$ cat src/logic/tscw_pkg.sv
// constants for the terminal status control word decoder
// assumes one 20 MHz clock and a fetched 16-bit control word strobe
package tscw_pkg;
    localparam int          CLK_HZ          = 20_000_000;
    localparam int          WORD_W          = 16;
    localparam int          BIT_DISP        = 15;
    localparam int          BIT_PRIO        = 14;
    localparam int          BIT_BUZ_CONT    = 13;
    localparam int          BIT_BUZ_INT     = 12;
    localparam int          BIT_BL_FLASH    = 8;
    localparam int          HALF_SEC_MS     = 500;
    localparam int          HALF_SEC_CYC    = CLK_HZ / 1000 * HALF_SEC_MS;
    localparam int          IDLE_DEF_S      = 600;
    localparam logic [15:0] DEFINED_MASK    = 16'hF100;
    localparam logic [1:0]  BUZ_OFF         = 2'h0;
    localparam logic [1:0]  BUZ_CONT        = 2'h1;
    localparam logic [1:0]  BUZ_INT         = 2'h2;
    typedef enum logic [2:0] {
        TSCW_ST_WAIT  = 3'b001,
        TSCW_ST_SHOW  = 3'b010,
        TSCW_ST_BLANK = 3'b100
    } tscw_state_e;
endpackage

$ cat src/logic/tscw_top.sv
// terminal status control word decoder
// assumes word fetch strobe and touch/attribute pulses synchronous to i_clk
`timescale 1ns/1ps
module tscw_top #(
    parameter int HALF_CYC = tscw_pkg::HALF_SEC_CYC,
    parameter longint IDLE_CYC = longint'(tscw_pkg::IDLE_DEF_S) * tscw_pkg::CLK_HZ
) (
    // clock and reset
    input  wire logic                         i_clk,
    input  wire logic                         i_rst,
    // control word fetch
    input  wire logic                         i_fetch,
    input  wire logic [tscw_pkg::WORD_W-1:0]  i_word,
    // operator side
    input  wire logic                         i_touch,
    input  wire logic                         i_touch_buz_stop,
    input  wire logic                         i_buz_msw_en,
    input  wire logic                         i_idle_en,
    // screen attributes
    input  wire logic                         i_scr_shown,
    input  wire logic [1:0]                   i_scr_buz_attr,
    input  wire logic                         i_scr_bl_flash,
    input  wire logic                         i_timeout_blank,
    // link priority
    input  wire logic                         i_other_prio_reg,
    // outputs
    output logic                              o_screen_on,
    output logic                              o_backlight,
    output logic                              o_buzzer,
    output logic                              o_priority,
    output logic [tscw_pkg::WORD_W-1:0]       o_change
);
    import tscw_pkg::*;

    // behaviour in short:
    // - the word is acted on only at fetches; nothing happens from reset
    //   until the first one, which treats every defined bit as changed
    // - later fetches act on defined bits that differ from the last fetch,
    //   so a host that wants an action again must move the bit again
    // - the fetched word is only ever read, never written back, so it may
    //   disagree with what screen attributes or switches have since done
    // - touch and buzzer-stop switches override a fetch in the same cycle
    // - a later priority registration by another terminal drops ours
    // - with the display bit low, the flash bit is remembered but the
    //   backlight stays dark, so flashing resumes when the screen returns
    // - buzzer-stop silences whatever kind is sounding, until the next
    //   change of a buzzer bit or a screen attribute asks for sound again
    // - the half-second phase runs free; the first tone or flash period
    //   after a request may therefore be shorter than half a second
    // - the idle limit runs to minutes at full clock, hence the wide counter

    ////////////////////////////////////////////////////////////////////////
    // local widths and counter limits
    ////////////////////////////////////////////////////////////////////////

    localparam int                CNT_W    = 32;
    localparam int                IDLE_W   = 40;
    localparam logic [CNT_W-1:0]  CNT_ONE  = CNT_W'(1);
    localparam logic [IDLE_W-1:0] IDLE_ONE = IDLE_W'(1);
    localparam logic [CNT_W-1:0]  HALF_LIM = CNT_W'(HALF_CYC - 1);
    localparam logic [IDLE_W-1:0] IDLE_LIM = IDLE_W'(IDLE_CYC - 1);

    ////////////////////////////////////////////////////////////////////////
    // registered state, one packed record
    ////////////////////////////////////////////////////////////////////////

    typedef struct packed {
        // display state machine and last fetched word
        tscw_state_e        st;
        logic [WORD_W-1:0]  prev;
        logic [WORD_W-1:0]  chg;
        // link priority and buzzer kind
        logic               prio;
        logic [1:0]         buz;
        // backlight flashing and screen blanking
        logic               bl_flash;
        logic               scr_off;
        // half-second phase timer
        logic [CNT_W-1:0]   half_cnt;
        logic               phase;
        // inactivity timer
        logic [IDLE_W-1:0]  idle_cnt;
        logic               idle_off;
    } tscw_s;

    // waiting for the first fetch, everything else cleared
    localparam tscw_s S_RESET = '{st: TSCW_ST_WAIT, default: '0};

    tscw_s             s_reg;
    tscw_s             s_next;

    // per-bit change detection on a fetch
    wire  [WORD_W-1:0] edge_rise;
    wire  [WORD_W-1:0] edge_fall;
    logic              first_fetch;

    // actions requested by the fetched word
    logic              disp_off_req;
    logic              disp_on_req;
    logic              prio_set_req;
    logic              prio_clr_req;
    logic              buz_upd_req;
    logic              flash_upd_req;

    // timer end flags
    logic              half_done;
    logic              idle_done;

    // output helpers
    logic              scr_lit;
    logic              flash_dark;
    logic              tone_on;

    ////////////////////////////////////////////////////////////////////////
    // decoding helpers
    ////////////////////////////////////////////////////////////////////////

    // buzzer kind requested by the two control bits
    function automatic logic [1:0] buz_from_bits(
        input logic cont,
        input logic intm
    );
        logic [1:0] sel;
        sel = BUZ_OFF;
        if (cont) begin
            sel = BUZ_CONT;
        end else if (intm) begin
            sel = BUZ_INT;
        end
        return sel;
    endfunction

    // whether a buzzer kind sounds in the current half-second phase
    function automatic logic buz_sounding(
        input logic [1:0] sel,
        input logic       ph
    );
        logic on;
        on = 1'b0;
        if (sel == BUZ_CONT) begin
            on = 1'b1;
        end else if (sel == BUZ_INT) begin
            on = !ph;
        end
        return on;
    endfunction

    // end test shared by the phase and idle timers
    function automatic logic reached(
        input logic [IDLE_W-1:0] cnt,
        input logic [IDLE_W-1:0] lim
    );
        return cnt >= lim;
    endfunction

    ////////////////////////////////////////////////////////////////////////
    // change detection, one slice per word bit
    ////////////////////////////////////////////////////////////////////////

    // before the first fetch every defined bit counts as changed
    assign first_fetch = (s_reg.st == TSCW_ST_WAIT);

    // undefined bits never flag a change; a bit that stays put does nothing
    // whatever value it holds
    for (genvar b = 0; b < WORD_W; b++) begin : g_edge
        logic now_bit;
        logic old_bit;
        logic watch;

        assign now_bit      = i_word[b];
        assign old_bit      = first_fetch ? ~i_word[b] : s_reg.prev[b];
        assign watch        = i_fetch && DEFINED_MASK[b];
        assign edge_rise[b] = watch && now_bit && !old_bit;
        assign edge_fall[b] = watch && !now_bit && old_bit;
    end

    ////////////////////////////////////////////////////////////////////////
    // actions requested by the word
    ////////////////////////////////////////////////////////////////////////

    // display bit low blanks, high restores
    assign disp_off_req  = edge_fall[BIT_DISP];
    assign disp_on_req   = edge_rise[BIT_DISP];

    // priority bit registers or cancels
    assign prio_set_req  = edge_rise[BIT_PRIO];
    assign prio_clr_req  = edge_fall[BIT_PRIO];

    // either buzzer bit moving re-decodes the buzzer kind
    assign buz_upd_req   = edge_rise[BIT_BUZ_CONT] || edge_fall[BIT_BUZ_CONT]
                           || edge_rise[BIT_BUZ_INT] || edge_fall[BIT_BUZ_INT];

    // flash bit moving updates the backlight mode
    assign flash_upd_req = edge_rise[BIT_BL_FLASH] || edge_fall[BIT_BL_FLASH];

    ////////////////////////////////////////////////////////////////////////
    // timers
    ////////////////////////////////////////////////////////////////////////

    // both counters compare at the idle width
    // phase counter is zero-extended for that
    assign half_done = reached(IDLE_W'(s_reg.half_cnt), IDLE_W'(HALF_LIM));
    assign idle_done = reached(s_reg.idle_cnt, IDLE_LIM);

    ////////////////////////////////////////////////////////////////////////
    // next-state logic
    ////////////////////////////////////////////////////////////////////////

    always_comb begin
        s_next     = s_reg;
        s_next.chg = '0;

        // half-second phase for intermittent tone and flashing
        if (half_done) begin
            s_next.half_cnt = '0;
            s_next.phase    = ~s_reg.phase;
        end else begin
            s_next.half_cnt = s_reg.half_cnt + CNT_ONE;
        end

        // inactivity timer: a touch or a host fetch restarts it; buzzer-stop and the switches do not
        if (i_touch || i_fetch) begin
            s_next.idle_cnt = '0;
            s_next.idle_off = 1'b0;
        end else if (i_idle_en && !s_reg.idle_off) begin
            if (idle_done) begin
                s_next.idle_off = 1'b1;
            end else begin
                s_next.idle_cnt = s_reg.idle_cnt + IDLE_ONE;
            end
        end

        // attributes of a newly shown screen
        if (i_scr_shown) begin
            s_next.buz      = i_scr_buz_attr;
            s_next.bl_flash = i_scr_bl_flash;
        end

        // screen darkened by its own timeout
        if (i_timeout_blank) begin
            s_next.scr_off = 1'b1;
        end

        // a later registration elsewhere on the link takes priority away
        if (i_other_prio_reg) begin
            s_next.prio = 1'b0;
        end

        // fetched word: act only on changed defined bits
        if (i_fetch) begin
            s_next.chg  = edge_rise | edge_fall;
            s_next.prev = i_word;
        end

        if (disp_off_req) begin
            s_next.scr_off = 1'b1;
        end
        if (disp_on_req) begin
            s_next.scr_off = 1'b0;
        end

        if (prio_set_req) begin
            s_next.prio = 1'b1;
        end
        if (prio_clr_req) begin
            s_next.prio = 1'b0;
        end

        if (buz_upd_req) begin
            s_next.buz = buz_from_bits(i_word[BIT_BUZ_CONT], i_word[BIT_BUZ_INT]);
        end
        if (flash_upd_req) begin
            s_next.bl_flash = i_word[BIT_BL_FLASH];
        end

        // operator overrides
        if (i_touch) begin
            s_next.scr_off = 1'b0;
        end
        if (i_touch_buz_stop) begin
            s_next.buz = BUZ_OFF;
        end

        // display state: wait holds the screen lit until the first fetch,
        // then show and blank follow the blanking flag
        // an illegal code falls back to waiting for a fetch
        unique case (s_reg.st)
            TSCW_ST_WAIT: begin
                if (i_fetch) begin
                    s_next.st = s_next.scr_off ? TSCW_ST_BLANK : TSCW_ST_SHOW;
                end
            end
            TSCW_ST_SHOW: begin
                if (s_next.scr_off) begin
                    s_next.st = TSCW_ST_BLANK;
                end
            end
            TSCW_ST_BLANK: begin
                if (!s_next.scr_off) begin
                    s_next.st = TSCW_ST_SHOW;
                end
            end
            default: begin
                s_next.st = TSCW_ST_WAIT;
            end
        endcase
    end

    ////////////////////////////////////////////////////////////////////////
    // state register
    ////////////////////////////////////////////////////////////////////////

    // asynchronous reset loads constants only
    always_ff @(posedge i_clk or posedge i_rst) begin
        if (i_rst) begin
            s_reg <= S_RESET;
        end else begin
            s_reg <= s_next;
        end
    end

    ////////////////////////////////////////////////////////////////////////
    // outputs
    ////////////////////////////////////////////////////////////////////////

    always_comb begin
        // display follows the state machine
        scr_lit     = (s_reg.st != TSCW_ST_BLANK);
        // flashing darkens every other half period
        flash_dark  = s_reg.bl_flash && s_reg.phase;
        // tone kind, gated by the memory switch below
        tone_on     = buz_sounding(s_reg.buz, s_reg.phase);

        o_screen_on = scr_lit;
        o_backlight = scr_lit && !s_reg.idle_off && !flash_dark;
        o_buzzer    = i_buz_msw_en && tone_on;
        o_priority  = s_reg.prio;
        o_change    = s_reg.chg;
    end
endmodule

$ cat config.mk
export PLATFORM = sky130hd
export DESIGN_NAME = tscw_top
export DESIGN_NICKNAME = d
export VERILOG_FILES = /design/src/logic/tscw_pkg.sv /design/src/logic/tscw_top.sv
export SDC_FILE = /design/constraint.sdc
export NUM_CORES = 1
export LEC_CHECK = 0
export ABC_AREA = 1
export BUFFER_PORTS_ARGS = -buffer_cell sky130_fd_sc_hd__buf_2
export CAP_MARGIN = 20
export CORE_ASPECT_RATIO = 0.7
export CORE_MARGIN = 3
export CORE_UTILIZATION = 50
export CTS_BUF_LIST = sky130_fd_sc_hd__clkbuf_4 sky130_fd_sc_hd__clkbuf_8
export DETAILED_ROUTE_END_ITERATION = 10
export PLACE_DENSITY = 0.69
export SKIP_LAST_GASP = 1
export SYNTH_ARGS = -nofsm -noshare
export SYNTH_HDL_FRONTEND = slang
export SYNTH_SLANG_ARGS = --single-unit
$ cat constraint.sdc
create_clock -name i_clk -period 3.6 [get_ports i_clk]
set_clock_uncertainty 0.15 [all_clocks]
set_input_delay 0.72 -clock i_clk [delete_from_list [all_inputs] [get_ports i_clk]]
set_output_delay 0.72 -clock i_clk [all_outputs]
set_load 0.005 [all_outputs]
== Word-level counts from Yosys, hierarchy flattened ==
Index checks and enable logic that the tools add are counted.

* Div/mod/pow operators: 0
* $lt $le $gt $ge: 2
* Equal/unequal tests: 10
* Bitwise gates (word level): 7
* Add/subtract/negate cells: 2
* Multipliers: 0
* Reduce and logical (&&, ||, !) cells: 51
* Mux-type cells: 31
* Shift-type cells: 0

{| class="wikitable"
|+ Operators with widths
! cell !! count
|-
| $mux 41 || 2
|-
| $add 40x1->40 const B || 1
|-
| $ge 40x34->1 const B || 1
|-
| $mux 40 || 1
|-
| $add 32x1->32 const B || 1
|-
| $ge 32x24->1 const B || 1
|-
| $mux 32 || 1
|-
| $logic_and 1x1->1 || 25
|-
| $mux 1 || 16
|-
| $mux 16 || 1
|-
| $or 16x16->16 || 1
|-
| $mux 3 || 5
|-
| $logic_not 1->1 || 13
|-
| $pmux 3 s3 || 1
|-
| $mux 2 || 4
|-
| $ne 2x2->1 const B || 3
|-
| $not 1->1 || 6
|-
| $reduce_bool 2->1 || 3
|-
| $reduce_bool 3->1 || 2
|-
| $logic_or 1x1->1 || 5
|-
| $reduce_and 2->1 || 2
|-
| $eq 3x1->1 const B || 1
|-
| $eq 3x2->1 const B || 1
|-
| $eq 3x3->1 const B || 1
|-
| other kinds (5) || 5
|}

* ROM bits: 0
* Bits in latches: 0
* Logic and storage cells: 114
* Register bits: 114
* RAM bits: 0
* Memories: 0
* Output and inout bits: 20

== Logic depth before layout (Yosys ltp) ==
Gate-level depths: netlist (run 1).

* Depth after elaboration: 9
* Depth in mapped cells: 12

== Worst setup path after synthesis (run 1) ==
Ideal clock, no wire load.

* Kind: in2reg
* Start point: input i_fetch
* End point: register s_reg[10] (netlist name)
* Stages on the path: 7
* Data arrival time: 1.567 ns
* Setup time: 0.118 ns
* Buffers on the path: 2
* Path slack: 1.765 ns
* Cell sequence: nor2_1 -> inv_1 -> clkbuf_1 -> clkbuf_1 -> nor2_1 -> nand3_2 -> nand2_1

* Word-level cells in the longest chain between the ends: 3
* Elaborated cells between the ends (all ways): 5
* Classes of those cells: eq/ne: 1; mux: 1; reduce/logical: 3

{| class="wikitable"
|+ Ends and longest elaborated chain
! what !! RTL line !! RTL
|-
| from (decl) || tscw_top.sv:12 || <nowiki>input wire logic i_fetch,</nowiki>
|-
| $logic_or 1x1->1 (*) || tscw_top.sv:222 || <nowiki>if (i_touch || i_fetch) begin</nowiki>
|-
| $ne 2x1->1 (no line) or $reduce_bool 2->1 (tied branches) || -- ||
|-
| $reduce_and 2->1 (no line) || -- ||
|-
| to (signal assigned) || tscw_top.sv:318 || <nowiki>s_reg <= s_next;</nowiki>
|-
| to (decl) || tscw_top.sv:89 || <nowiki>tscw_s s_reg;</nowiki>
|}

Every way passes the cells marked *; elsewhere a longest branch is shown, timed or not.
A chain may end at the register's enable or synchronous reset.

== Worst setup path in the final report (run 1) ==
* Start point: register s_reg[1] (netlist name)
* End point: register s_reg[40] (netlist name)

* Word-level cells in the longest chain between the ends: 4
* Elaborated cells between the ends (all ways): 7
* Classes of those cells: add/sub: 1; order compare: 1; eq/ne: 1; mux: 3; reduce/logical: 1

{| class="wikitable"
|+ Ends and longest elaborated chain
! what !! RTL line !! RTL
|-
| $add 40x1->40 || tscw_top.sv:229 || <nowiki>s_next.idle_cnt = s_reg.idle_cnt + IDLE_ONE;</nowiki>
|-
| $mux 40 || tscw_top.sv:226 || <nowiki>if (idle_done) begin</nowiki>
|-
| $mux 41 || tscw_top.sv:225 || <nowiki>end else if (i_idle_en && !s_reg.idle_off) begin</nowiki>
|-
| $mux 41 || tscw_top.sv:222 ||
|}

Several ways; a longest one is shown, not always the timed one. The select of a mux whose other input is x is not followed.

==> results.cfg, run 1 <==
[setup_path]
crit_path_end_kind = flip-flop
r2r_slack_ns = 1.07
critical_path_class = flip-flop to flip-flop
worstPathRequired_ns = 3.74
r2r-start = s_reg[1]
rr_worst_depth = 9
path_max_fanout = 35
worst_ep_arrival_time_ns = 2.67
critPathLaunchType = flip-flop
r2r_end = s_reg[40]

[global_routing]
grt_max_degree = 48
gr-total-overflow = 0
grt_pass1_wl_mm = 22.0
grt_pass1_vias = 4577
grtUsageTotal = 0.220
antenna_found_initial = 0

[job]
timing.max_cap.violations = 0

[timing]
max_freq_ghz = 0.395
holdWs_ns = 0.313
slew_viol_final = 0
setup_viol = 0
slew_headroom = 0.477
hold_viol = 0
setup_tns_ns = 0
finalCriticalPeriod_ns = 2.53
worstMarginPinSlew_ns = 0.784
fin_crit_sh = 0.703
rsz0062_at_grt = false

[route]
wl_per_cell_um = 13.4
ant_nets = 0
via_per_inst = 5.10
vias = 4944
drt_iter0_drc = 407
drt_pass1_iterations = 5
drt-total-wl_mm = 13.0
drc = 0

[worst_hold_path]
hold_depth = 1
min_to = s_reg[42]
hold_path_class = flip-flop to flip-flop
worstHoldStart = s_reg[42]

[synth]
synth_cell_types = 42
postSynth.asyncResetShare = 1.00
synth_area_um2 = 5570
synthFlopType = dfrtp_1
yosysSeqAreaShare = 0.413
synth-seq-cells = 92
avgSynthCellArea_um2 = 7.02
yosys_warnings = 0
syn_inst = 794
synth_edf_count = 0

[power_and_ir_drop]
p_switching_mw = 0.582
p_clk_frac = 0.330
p_leak_nw = 2.66
vdd_drop_max_mv = 0.280
p_seq_frac = 0.550
p_per_area_nw_per_um2 = 343
pwr-share-comb = 0.120
power_mw = 2.03
switching_share = 0.287
internal_power_mw = 1.44

[clock_tree]
clk_pin_slew_ns = 0.09
cts_max_level = 3
cts_inserted_buffers = 9
clk-insertion-delay-late_ns = 0.36
cts_tree = built
root_buffer = clkbuf_8
cts_buffer_depth = 2
post_cts_resized = 0
cts_sinks = 92
hold_buffers = 0
post_cts_buffers = 0

[final_layout]
drive_above_1_share = 0.101
area_delta_synth_final_pct = 6.11
nFillCells = 1033
nets = 847
largest_register_ffs = 86
fin_area_um2 = 5910
finish.utilization = 0.559
n_antenna_cell = 0

[floorplan]
io_pins = 49
die_y_um = 94.3
coreArea_um2 = 10600
fp.dieW_um = 132
initial_core_util = 0.526
die_area_um2 = 12500
placementRows = 31

[status]
status = completed

[place]
dpl.hpwl_mm = 9.49
place_area_um2 = 5730
gp_congestion = 0.973
io_buffers = 26
[worst max-delay path, cell delays in order (launching register included)]
cell      delay, ns
dfrtp_1        0.54
ha_1           0.42
inv_2          0.10
nor2_4         0.26
nand2_4        0.11
clkinv_2       0.07
nand3_2        0.11
nand4_4        0.39
nand2_1        0.17
nor2_1         0.14
[worst max-delay path by stage]
stage	slack [ns]	endpoint	cells past startpoint	from
floorplan	0.34	o_change[12]	1	i_rst
global placement	1.19	s_reg[39]	9	s_reg[1]
detailed placement	1.09	s_reg[40]	9	s_reg[1]
CTS	1.07	s_reg[40]	9	s_reg[1]
global route	0.85	s_reg[40]	9	s_reg[1]
finish	1.07	s_reg[40]	9	s_reg[1]
[cell type report]
class | count | area [um^2] | share of cell area
clock buffer | 11 | 139 | 0.0235
clock inverter | 5 | 45.0 | 0.00762
inverter | 75 | 284 | 0.0480
multi-input combinational | 607 | 2790 | 0.472
sequential | 92 | 2300 | 0.389
tap | 148 | 185 | 0.0313
timing repair buffer | 31 | 168 | 0.0283
[cell usage in the layout (no fill, tap or decap), types with 2 or more instances in the layout]
cell type  instances
clkinv_2           2
dfrtp_1           91
a21oi_1           11
clkbuf_8           9
nor2_4             3
buf_2             26
nor2_1           152
o22ai_1            2
nand2_4            2
nand3_2            5
xor2_1            10
conb_1            19
inv_6              2
nor3_1            13
nand3_1           99
buf_4              5
or2_2              2
inv_2              2
nand2_1          225
o21ai_0           18
inv_1             71
clkbuf_4           2
nand4_1            4
xnor2_1           11
ha_1               2
nor2_2            13
[Yosys cell counts (all sizes together) (2+ instances only)]
cell    count  area share
dfrtp      91        0.41
a21oi      13       0.014
nor3       14       0.013
o21ai      19       0.017
o22ai       2      0.0022
inv        74       0.050
nor2      168        0.12
xnor2      11       0.017
clkbuf      8      0.0054
ha          2      0.0045
or2         2      0.0022
nand4       5      0.0083
nand3     104       0.098
xor2       10       0.016
nand2     228        0.16
buf        30       0.043
[metrics by stage]
stage	setup WS [ns]	std cells
finish	1.07	969
global route	0.848	969
CTS	1.07	969
detailed placement	1.09	953
global placement	1.19	953
floorplan	0.340	812
[kinds of logic (layout without fill, tap and decap cells)]
| logic type | Yosys count | after routing | share of synthesized area |
|---|---|---|---|
| mux | 1 | 1 | 0.00180 |
| compound gates | 42 | 42 | 0.0451 |
| xor+xnor | 21 | 21 | 0.0330 |
| simple gates | 522 | 522 | 0.402 |
| flops | 92 | 92 | 0.413 |
| fa+ha+maj | 2 | 2 | 0.00449 |
| buf+inv | 113 | 122 | 0.0994 |
| other cells | 1 | 19 | 0.000673 |
[routing by layer]
| metal | up-vias | wire length (um) | GRT usage |
|---|---|---|---|
| met5 | - | 0 | 0 |
| met4 | 0 | 142 | 0.0614 |
| met3 | 12 | 1000 | 0.0628 |
| met2 | 147 | 5110 | 0.311 |
| met1 | 2282 | 6730 | 0.329 |
| li1 | 2503 | - | - |
[power groups by stage]
| stage | logic (mW) | clock network, mW | registers, mW |
|---|---|---|---|
| after global placement | 0.235 | 0 | 1.13 |
| final | 0.242 | 0.669 | 1.12 |
| after floorplan | 0.195 | 0 | 1.13 |
| after global routing | 0.278 | 0.741 | 1.12 |
| after detailed placement | 0.243 | 0 | 1.13 |
| after CTS | 0.245 | 0.695 | 1.11 |
No activity file was read; power rests on OpenSTA's default activity.
==> run 2, diff against run 1 <==
==> constraint.sdc (replaced) <==
create_clock -name i_clk -period 2.6 [get_ports i_clk]
set_clock_uncertainty 0.15 [all_clocks]
set_input_delay 0.52 -clock i_clk [delete_from_list [all_inputs] [get_ports i_clk]]
set_output_delay 0.52 -clock i_clk [all_outputs]
set_load 0.005 [all_outputs]
==> run 2 against run 1 <==
Net effect:
- flip-flop and latch count stayed put
- critical path depth is 1 higher
- total power grew 49%
- non-clock buffer count rose by 7
- design area rose by 2.1%
- clock power rose by 67%
- first-iteration DRC count increased by 5.4%
- sequential power grew 38%
- routed wire length is 3.0% higher
- utilization up 1.2 points
- critical endpoint is now s_reg[41]
- highest routed layer unchanged
==> results.cfg, run 2 (same netlist as run 1, synthesis figures left out) <==
[final_layout]
area_delta_synth_final_pct = 8.35
nets = 854
largest_register_ffs = 86
drive_above_1_share = 0.109
n_antenna_cell = 0
final_common_cell = nand2_1
final_cell_mix = 225 x nand2_1, 152 x nor2_1, 99 x nand3_1, 91 x dfrtp_1, 71 x inv_1

[floorplan]
initial_core_util = 0.526
die_area_um2 = 12500
fp.dieW_um = 132
coreArea_um2 = 10600
placementRows = 31
io_pins = 49
die_y_um = 94.3

[job]
timing.max_cap.violations = 0

[timing]
max_freq_ghz = 0.472
setup_slack_ns = 0.480
worstMarginPinSlew_ns = 0.587
fin_crit_sh = 0.816
setup_viol = 0
slew_headroom = 0.609
rsz0062_at_grt = false
slew_viol_final = 0
hold_viol = 0
holdWs_ns = 0.0404
finalCriticalPeriod_ns = 2.12
setup_tns_ns = 0

[route]
ant_nets = 0
drt_iter0_drc = 429
via_per_inst = 5.17
wl_per_cell_um = 13.7
drc = 0
drt-total-wl_mm = 13.4
drt_pass1_iterations = 5
vias = 5043

[setup_path]
critPathLaunchType = flip-flop
slowest_stage = a21o_1
critical_path_class = flip-flop to flip-flop
crit_path_end_kind = flip-flop
crit_chain = ha_1 > nand2_1 > nor2_2 > nand2_1 > nand3_1 > nand2_1 > nand3_1 > a21o_1 > nand2_1 > nand2_1
cp_common_cell = nand2_1
worst_ep_arrival_time_ns = 2.28
worstPathRequired_ns = 2.76
cp.buffers_inverters = 0
slowest_delay_ns = 0.51
crit_family = simple AND/OR/NAND/NOR gates
path_max_fanout = 17

[clock_tree]
cts_sinks = 92
cts_buffer_depth = 2
root_buffer = clkbuf_8
clk-insertion-delay-late_ns = 0.37
cts_inserted_buffers = 9
cts_tree = built
post_cts_resized = 0
post_cts_buffers = 0
clk_pin_slew_ns = 0.09
cts_max_level = 3
hold_buffers = 0

[place]
pre_cts_ws_ns = 0.520
dpl.hpwl_mm = 9.90
io_buffers = 26
gp_congestion = 0.956

[power_and_ir_drop]
p_switching_mw = 0.784
power_mw = 3.01
switching_share = 0.260
vdd_drop_max_mv = 0.327
p_per_area_nw_per_um2 = 499
internal_power_mw = 2.23
pwr-share-comb = 0.117
p_leak_nw = 2.73
p_clk_frac = 0.372
p_seq_frac = 0.511

[worst_hold_path]
hold_path_class = primary input to async pin

[status]
status = completed

[global_routing]
grt_pass1_vias = 4698
grt_max_degree = 45
grtUsageTotal = 0.225
antenna_found_initial = 0
gr-total-overflow = 0
grt_pass1_wl_mm = 22.7
[run 2: cell count changes in the layout (fill, tap and decap cells not counted)]
| cell | previous run | this run |
|---|---|---|
| buf_12 | 0 | 2 |
| buf_4 | 5 | 10 |
| bufinv_16 | 0 | 2 |
| clkbuf_4 | 2 | 3 |
| clkbuf_8 | 9 | 10 |
| clkinv_2 | 2 | 1 |
| clkinv_4 | 1 | 0 |
| inv_6 | 2 | 1 |
| inv_8 | 1 | 0 |
[run 2: final cells by class]
type,instances,area [um^2]
Clock buffer,13,160
Clock inverter,3,68.8
Fill cell,1023,4550
Inverter,75,287
Multi-Input combinational cell,607,2790
Sequential cell,92,2300
Tap cell,148,185
Timing Repair Buffer,38,245
[run 2: worst paths after layout]
kind                             from    endpoint  slack, ns  cells past startpoint
hold reg to reg             s_reg[42]   s_reg[42]       0.31                      1
setup / recovery            s_reg[42]   s_reg[41]       0.48                     10
min in group i_clk         i_word[14]  s_reg[109]       0.24                      3
hold / removal                  i_rst   s_reg[44]       0.04                      2
setup reg to reg            s_reg[42]   s_reg[41]       0.48                     10
max in group asynchronous       i_rst  s_reg[111]       1.57                      3
[run 2: layer usage]
metal / vias to the layer above / GRT usage / share of wire
met5: - / 0 / 0
li1: 2513 / - / -
met1: 2348 / 0.336 / 0.51
met4: 0 / 0.0510 / 0.0087
met2: 169 / 0.333 / 0.41
met3: 13 / 0.0538 / 0.077
[run 2: power groups by stage]
stage,clock network (mW),registers [mW],logic [mW]
2_1_floorplan,0,1.56,0.270
3_3_place_gp,0,1.56,0.340
3_5_place_dp,0,1.57,0.353
4_1_cts,1.15,1.54,0.353
5_1_grt,1.22,1.55,0.404
6_report,1.12,1.54,0.352
[run 2: stage by stage]
step                utilization  std cells  cell area [um^2]
CTS                       0.570        976              6040
floorplan                     -        812              5650
global route              0.570        976              6040
global placement          0.549        960              5810
finish                    0.570        976              6040
detailed placement        0.549        960              5810
==> run 3, diff against run 2 <==
==> constraint.sdc (replaced) <==
create_clock -name i_clk -period 2.15 [get_ports i_clk]
set_clock_uncertainty 0.15 [all_clocks]
set_input_delay 0.43 -clock i_clk [delete_from_list [all_inputs] [get_ports i_clk]]
set_output_delay 0.43 -clock i_clk [all_outputs]
set_load 0.005 [all_outputs]
==> run 3 against run 2 <==
Net effect:
- first-iteration DRC count is 22% higher
- combinational power is 20% higher
- highest routed layer unchanged
- sequential share of layout area is 0.13 points lower
- critical endpoint is now o_screen_on
==> results.cfg, run 3 (same netlist as run 1, synthesis figures left out) <==
[setup_path]
r2r_end = s_reg[27]
slowest_delay_ns = 0.40
r2r-start = s_reg[22]
crit_family = simple AND/OR/NAND/NOR gates
r2r_slack_ns = 0.15
crit_chain = nor3_1 > inv_1 > buf_2
cp.buffers_inverters = 2
slowest_stage = nor3_1
worstPathRequired_ns = 1.57
critical_path_class = flip-flop to primary output
path_max_fanout = 4
critPathLaunchType = flip-flop
crit_path_end_kind = primary output
rr_worst_depth = 10
worst_ep_arrival_time_ns = 1.44

[status]
status = completed

[global_routing]
gr-total-overflow = 0
grt_max_degree = 60
grt_pass1_wl_mm = 21.8
antenna_found_initial = 0
grtUsageTotal = 0.218
grt_pass1_vias = 4430

[timing]
hold_viol = 0
max_freq_ghz = 0.494
slew_viol_final = 0
setup_viol = 0
holdWs_ns = 0.0282
finalCriticalPeriod_ns = 2.02
rsz0062_at_grt = true
fin_crit_sh = 0.941

[clock_tree]
root_buffer = clkbuf_8
clk_pin_slew_ns = 0.08
cts_buffer_depth = 2
cts_max_level = 3
cts_tree = built
cts_sinks = 92
cts_inserted_buffers = 9
clk-insertion-delay-late_ns = 0.35
hold_buffers = 0

[route]
drc = 0
ant_nets = 0
drt-total-wl_mm = 13.0
vias = 5003
drt_iter0_drc = 522
drt_pass1_iterations = 5
wl_per_cell_um = 13.3
via_per_inst = 5.11

[power_and_ir_drop]
p_clk_frac = 0.334
pwr-share-comb = 0.123
internal_power_mw = 2.50
power_mw = 3.43
p_per_area_nw_per_um2 = 565
p_switching_mw = 0.922
p_leak_nw = 2.73
vdd_drop_max_mv = 0.399
p_seq_frac = 0.543
switching_share = 0.269

[place]
dpl.hpwl_mm = 9.79
place_area_um2 = 5860
io_buffers = 26
gp_congestion = 0.898

[final_layout]
final_common_cell = nand2_1
nFillCells = 1031
finish.utilization = 0.572
nets = 860
area_delta_synth_final_pct = 8.71
drive_above_1_share = 0.113
fin_area_um2 = 6060
n_antenna_cell = 0
final_cell_mix = 225 x nand2_1, 152 x nor2_1, 99 x nand3_1, 91 x dfrtp_1, 71 x inv_1
largest_register_ffs = 86

[floorplan]
die_y_um = 94.3
placementRows = 31
die_area_um2 = 12500
coreArea_um2 = 10600
io_pins = 49
fp.dieW_um = 132
initial_core_util = 0.526

[job]
timing.max_cap.violations = 0

[worst_hold_path]
hold_path_class = primary input to async pin
[run 3: cell count changes in the layout (fill, tap and decap cells not counted)]
cell / change
buf_4: +5
clkbuf_4: -2
buf_12: +1
bufinv_16: -1
clkbuf_8: -1
clkinv_2: +1
clkinvlp_4: +1
nand2_4: -1
nand2_8: +1
[run 3: power groups by stage]
stage                     clock (mW)  combinational, mW  sequential [mW]
final                           1.14              0.421             1.86
after global routing            1.26              0.483             1.87
after CTS                       1.19              0.423             1.86
after detailed placement           0              0.423             1.89
after global placement             0              0.409             1.89
after floorplan                    0              0.327             1.89
[run 3: worst reg2reg max path: cells and delay by family, from the launching register on]
kind	cells	cell delay, ns
and+or+nand+nor	9	1.19
buffers and inverters	1	0.11
DFF	1	0.46
[run 3: routing by layer]
layer / part of all wire / up-vias / global-route usage
met2: 0.39 / 172 / 0.306
li1: - / 2524 / -
met3: 0.090 / 6 / 0.0485
met5: 0 / - / 0
met4: 0.0075 / 0 / 0.0467
met1: 0.51 / 2301 / 0.343
[run 3: area by class of cell]
class | count | area, um^2 | share of cell area
Timing Repair Buffer | 44 | 303 | 0.0500
Clock inverter | 4 | 51.3 | 0.00847
Tap cell | 148 | 185 | 0.0306
Inverter | 75 | 287 | 0.0473
Sequential cell | 92 | 2300 | 0.380
Clock buffer | 10 | 131 | 0.0217
Multi-Input combinational cell | 607 | 2800 | 0.462
[run 3: how the worst max path moves through the flow]
stage | startpoint | to | slack (ns) | cells after the start
2_1_floorplan | s_reg[2] | s_reg[3] | 0.39 | 12
6_report | s_reg[111] | o_screen_on | 0.13 | 3
5_1_grt | s_reg[20] | s_reg[28] | -0.02 | 10
4_1_cts | s_reg[22] | s_reg[34] | 0.11 | 10
3_5_place_dp | s_reg[18] | s_reg[34] | 0.14 | 10
3_3_place_gp | s_reg[20] | s_reg[22] | 0.15 | 11
[run 3: repair_timing]
item / in CTS / in global routing
buffers inserted: 0 / 1
gates resized for setup: 0 / 1
setup endpoints to repair: 0 / 34
[run 3: per-stage QoR]
step                setup TNS (ns)  setup WS, ns  cells
CTS                              0         0.107    979
floorplan                        0         0.392    812
finish                           0         0.126    980
global route               -0.0230       -0.0228    980
global placement                 0         0.149    965
detailed placement               0         0.141    965
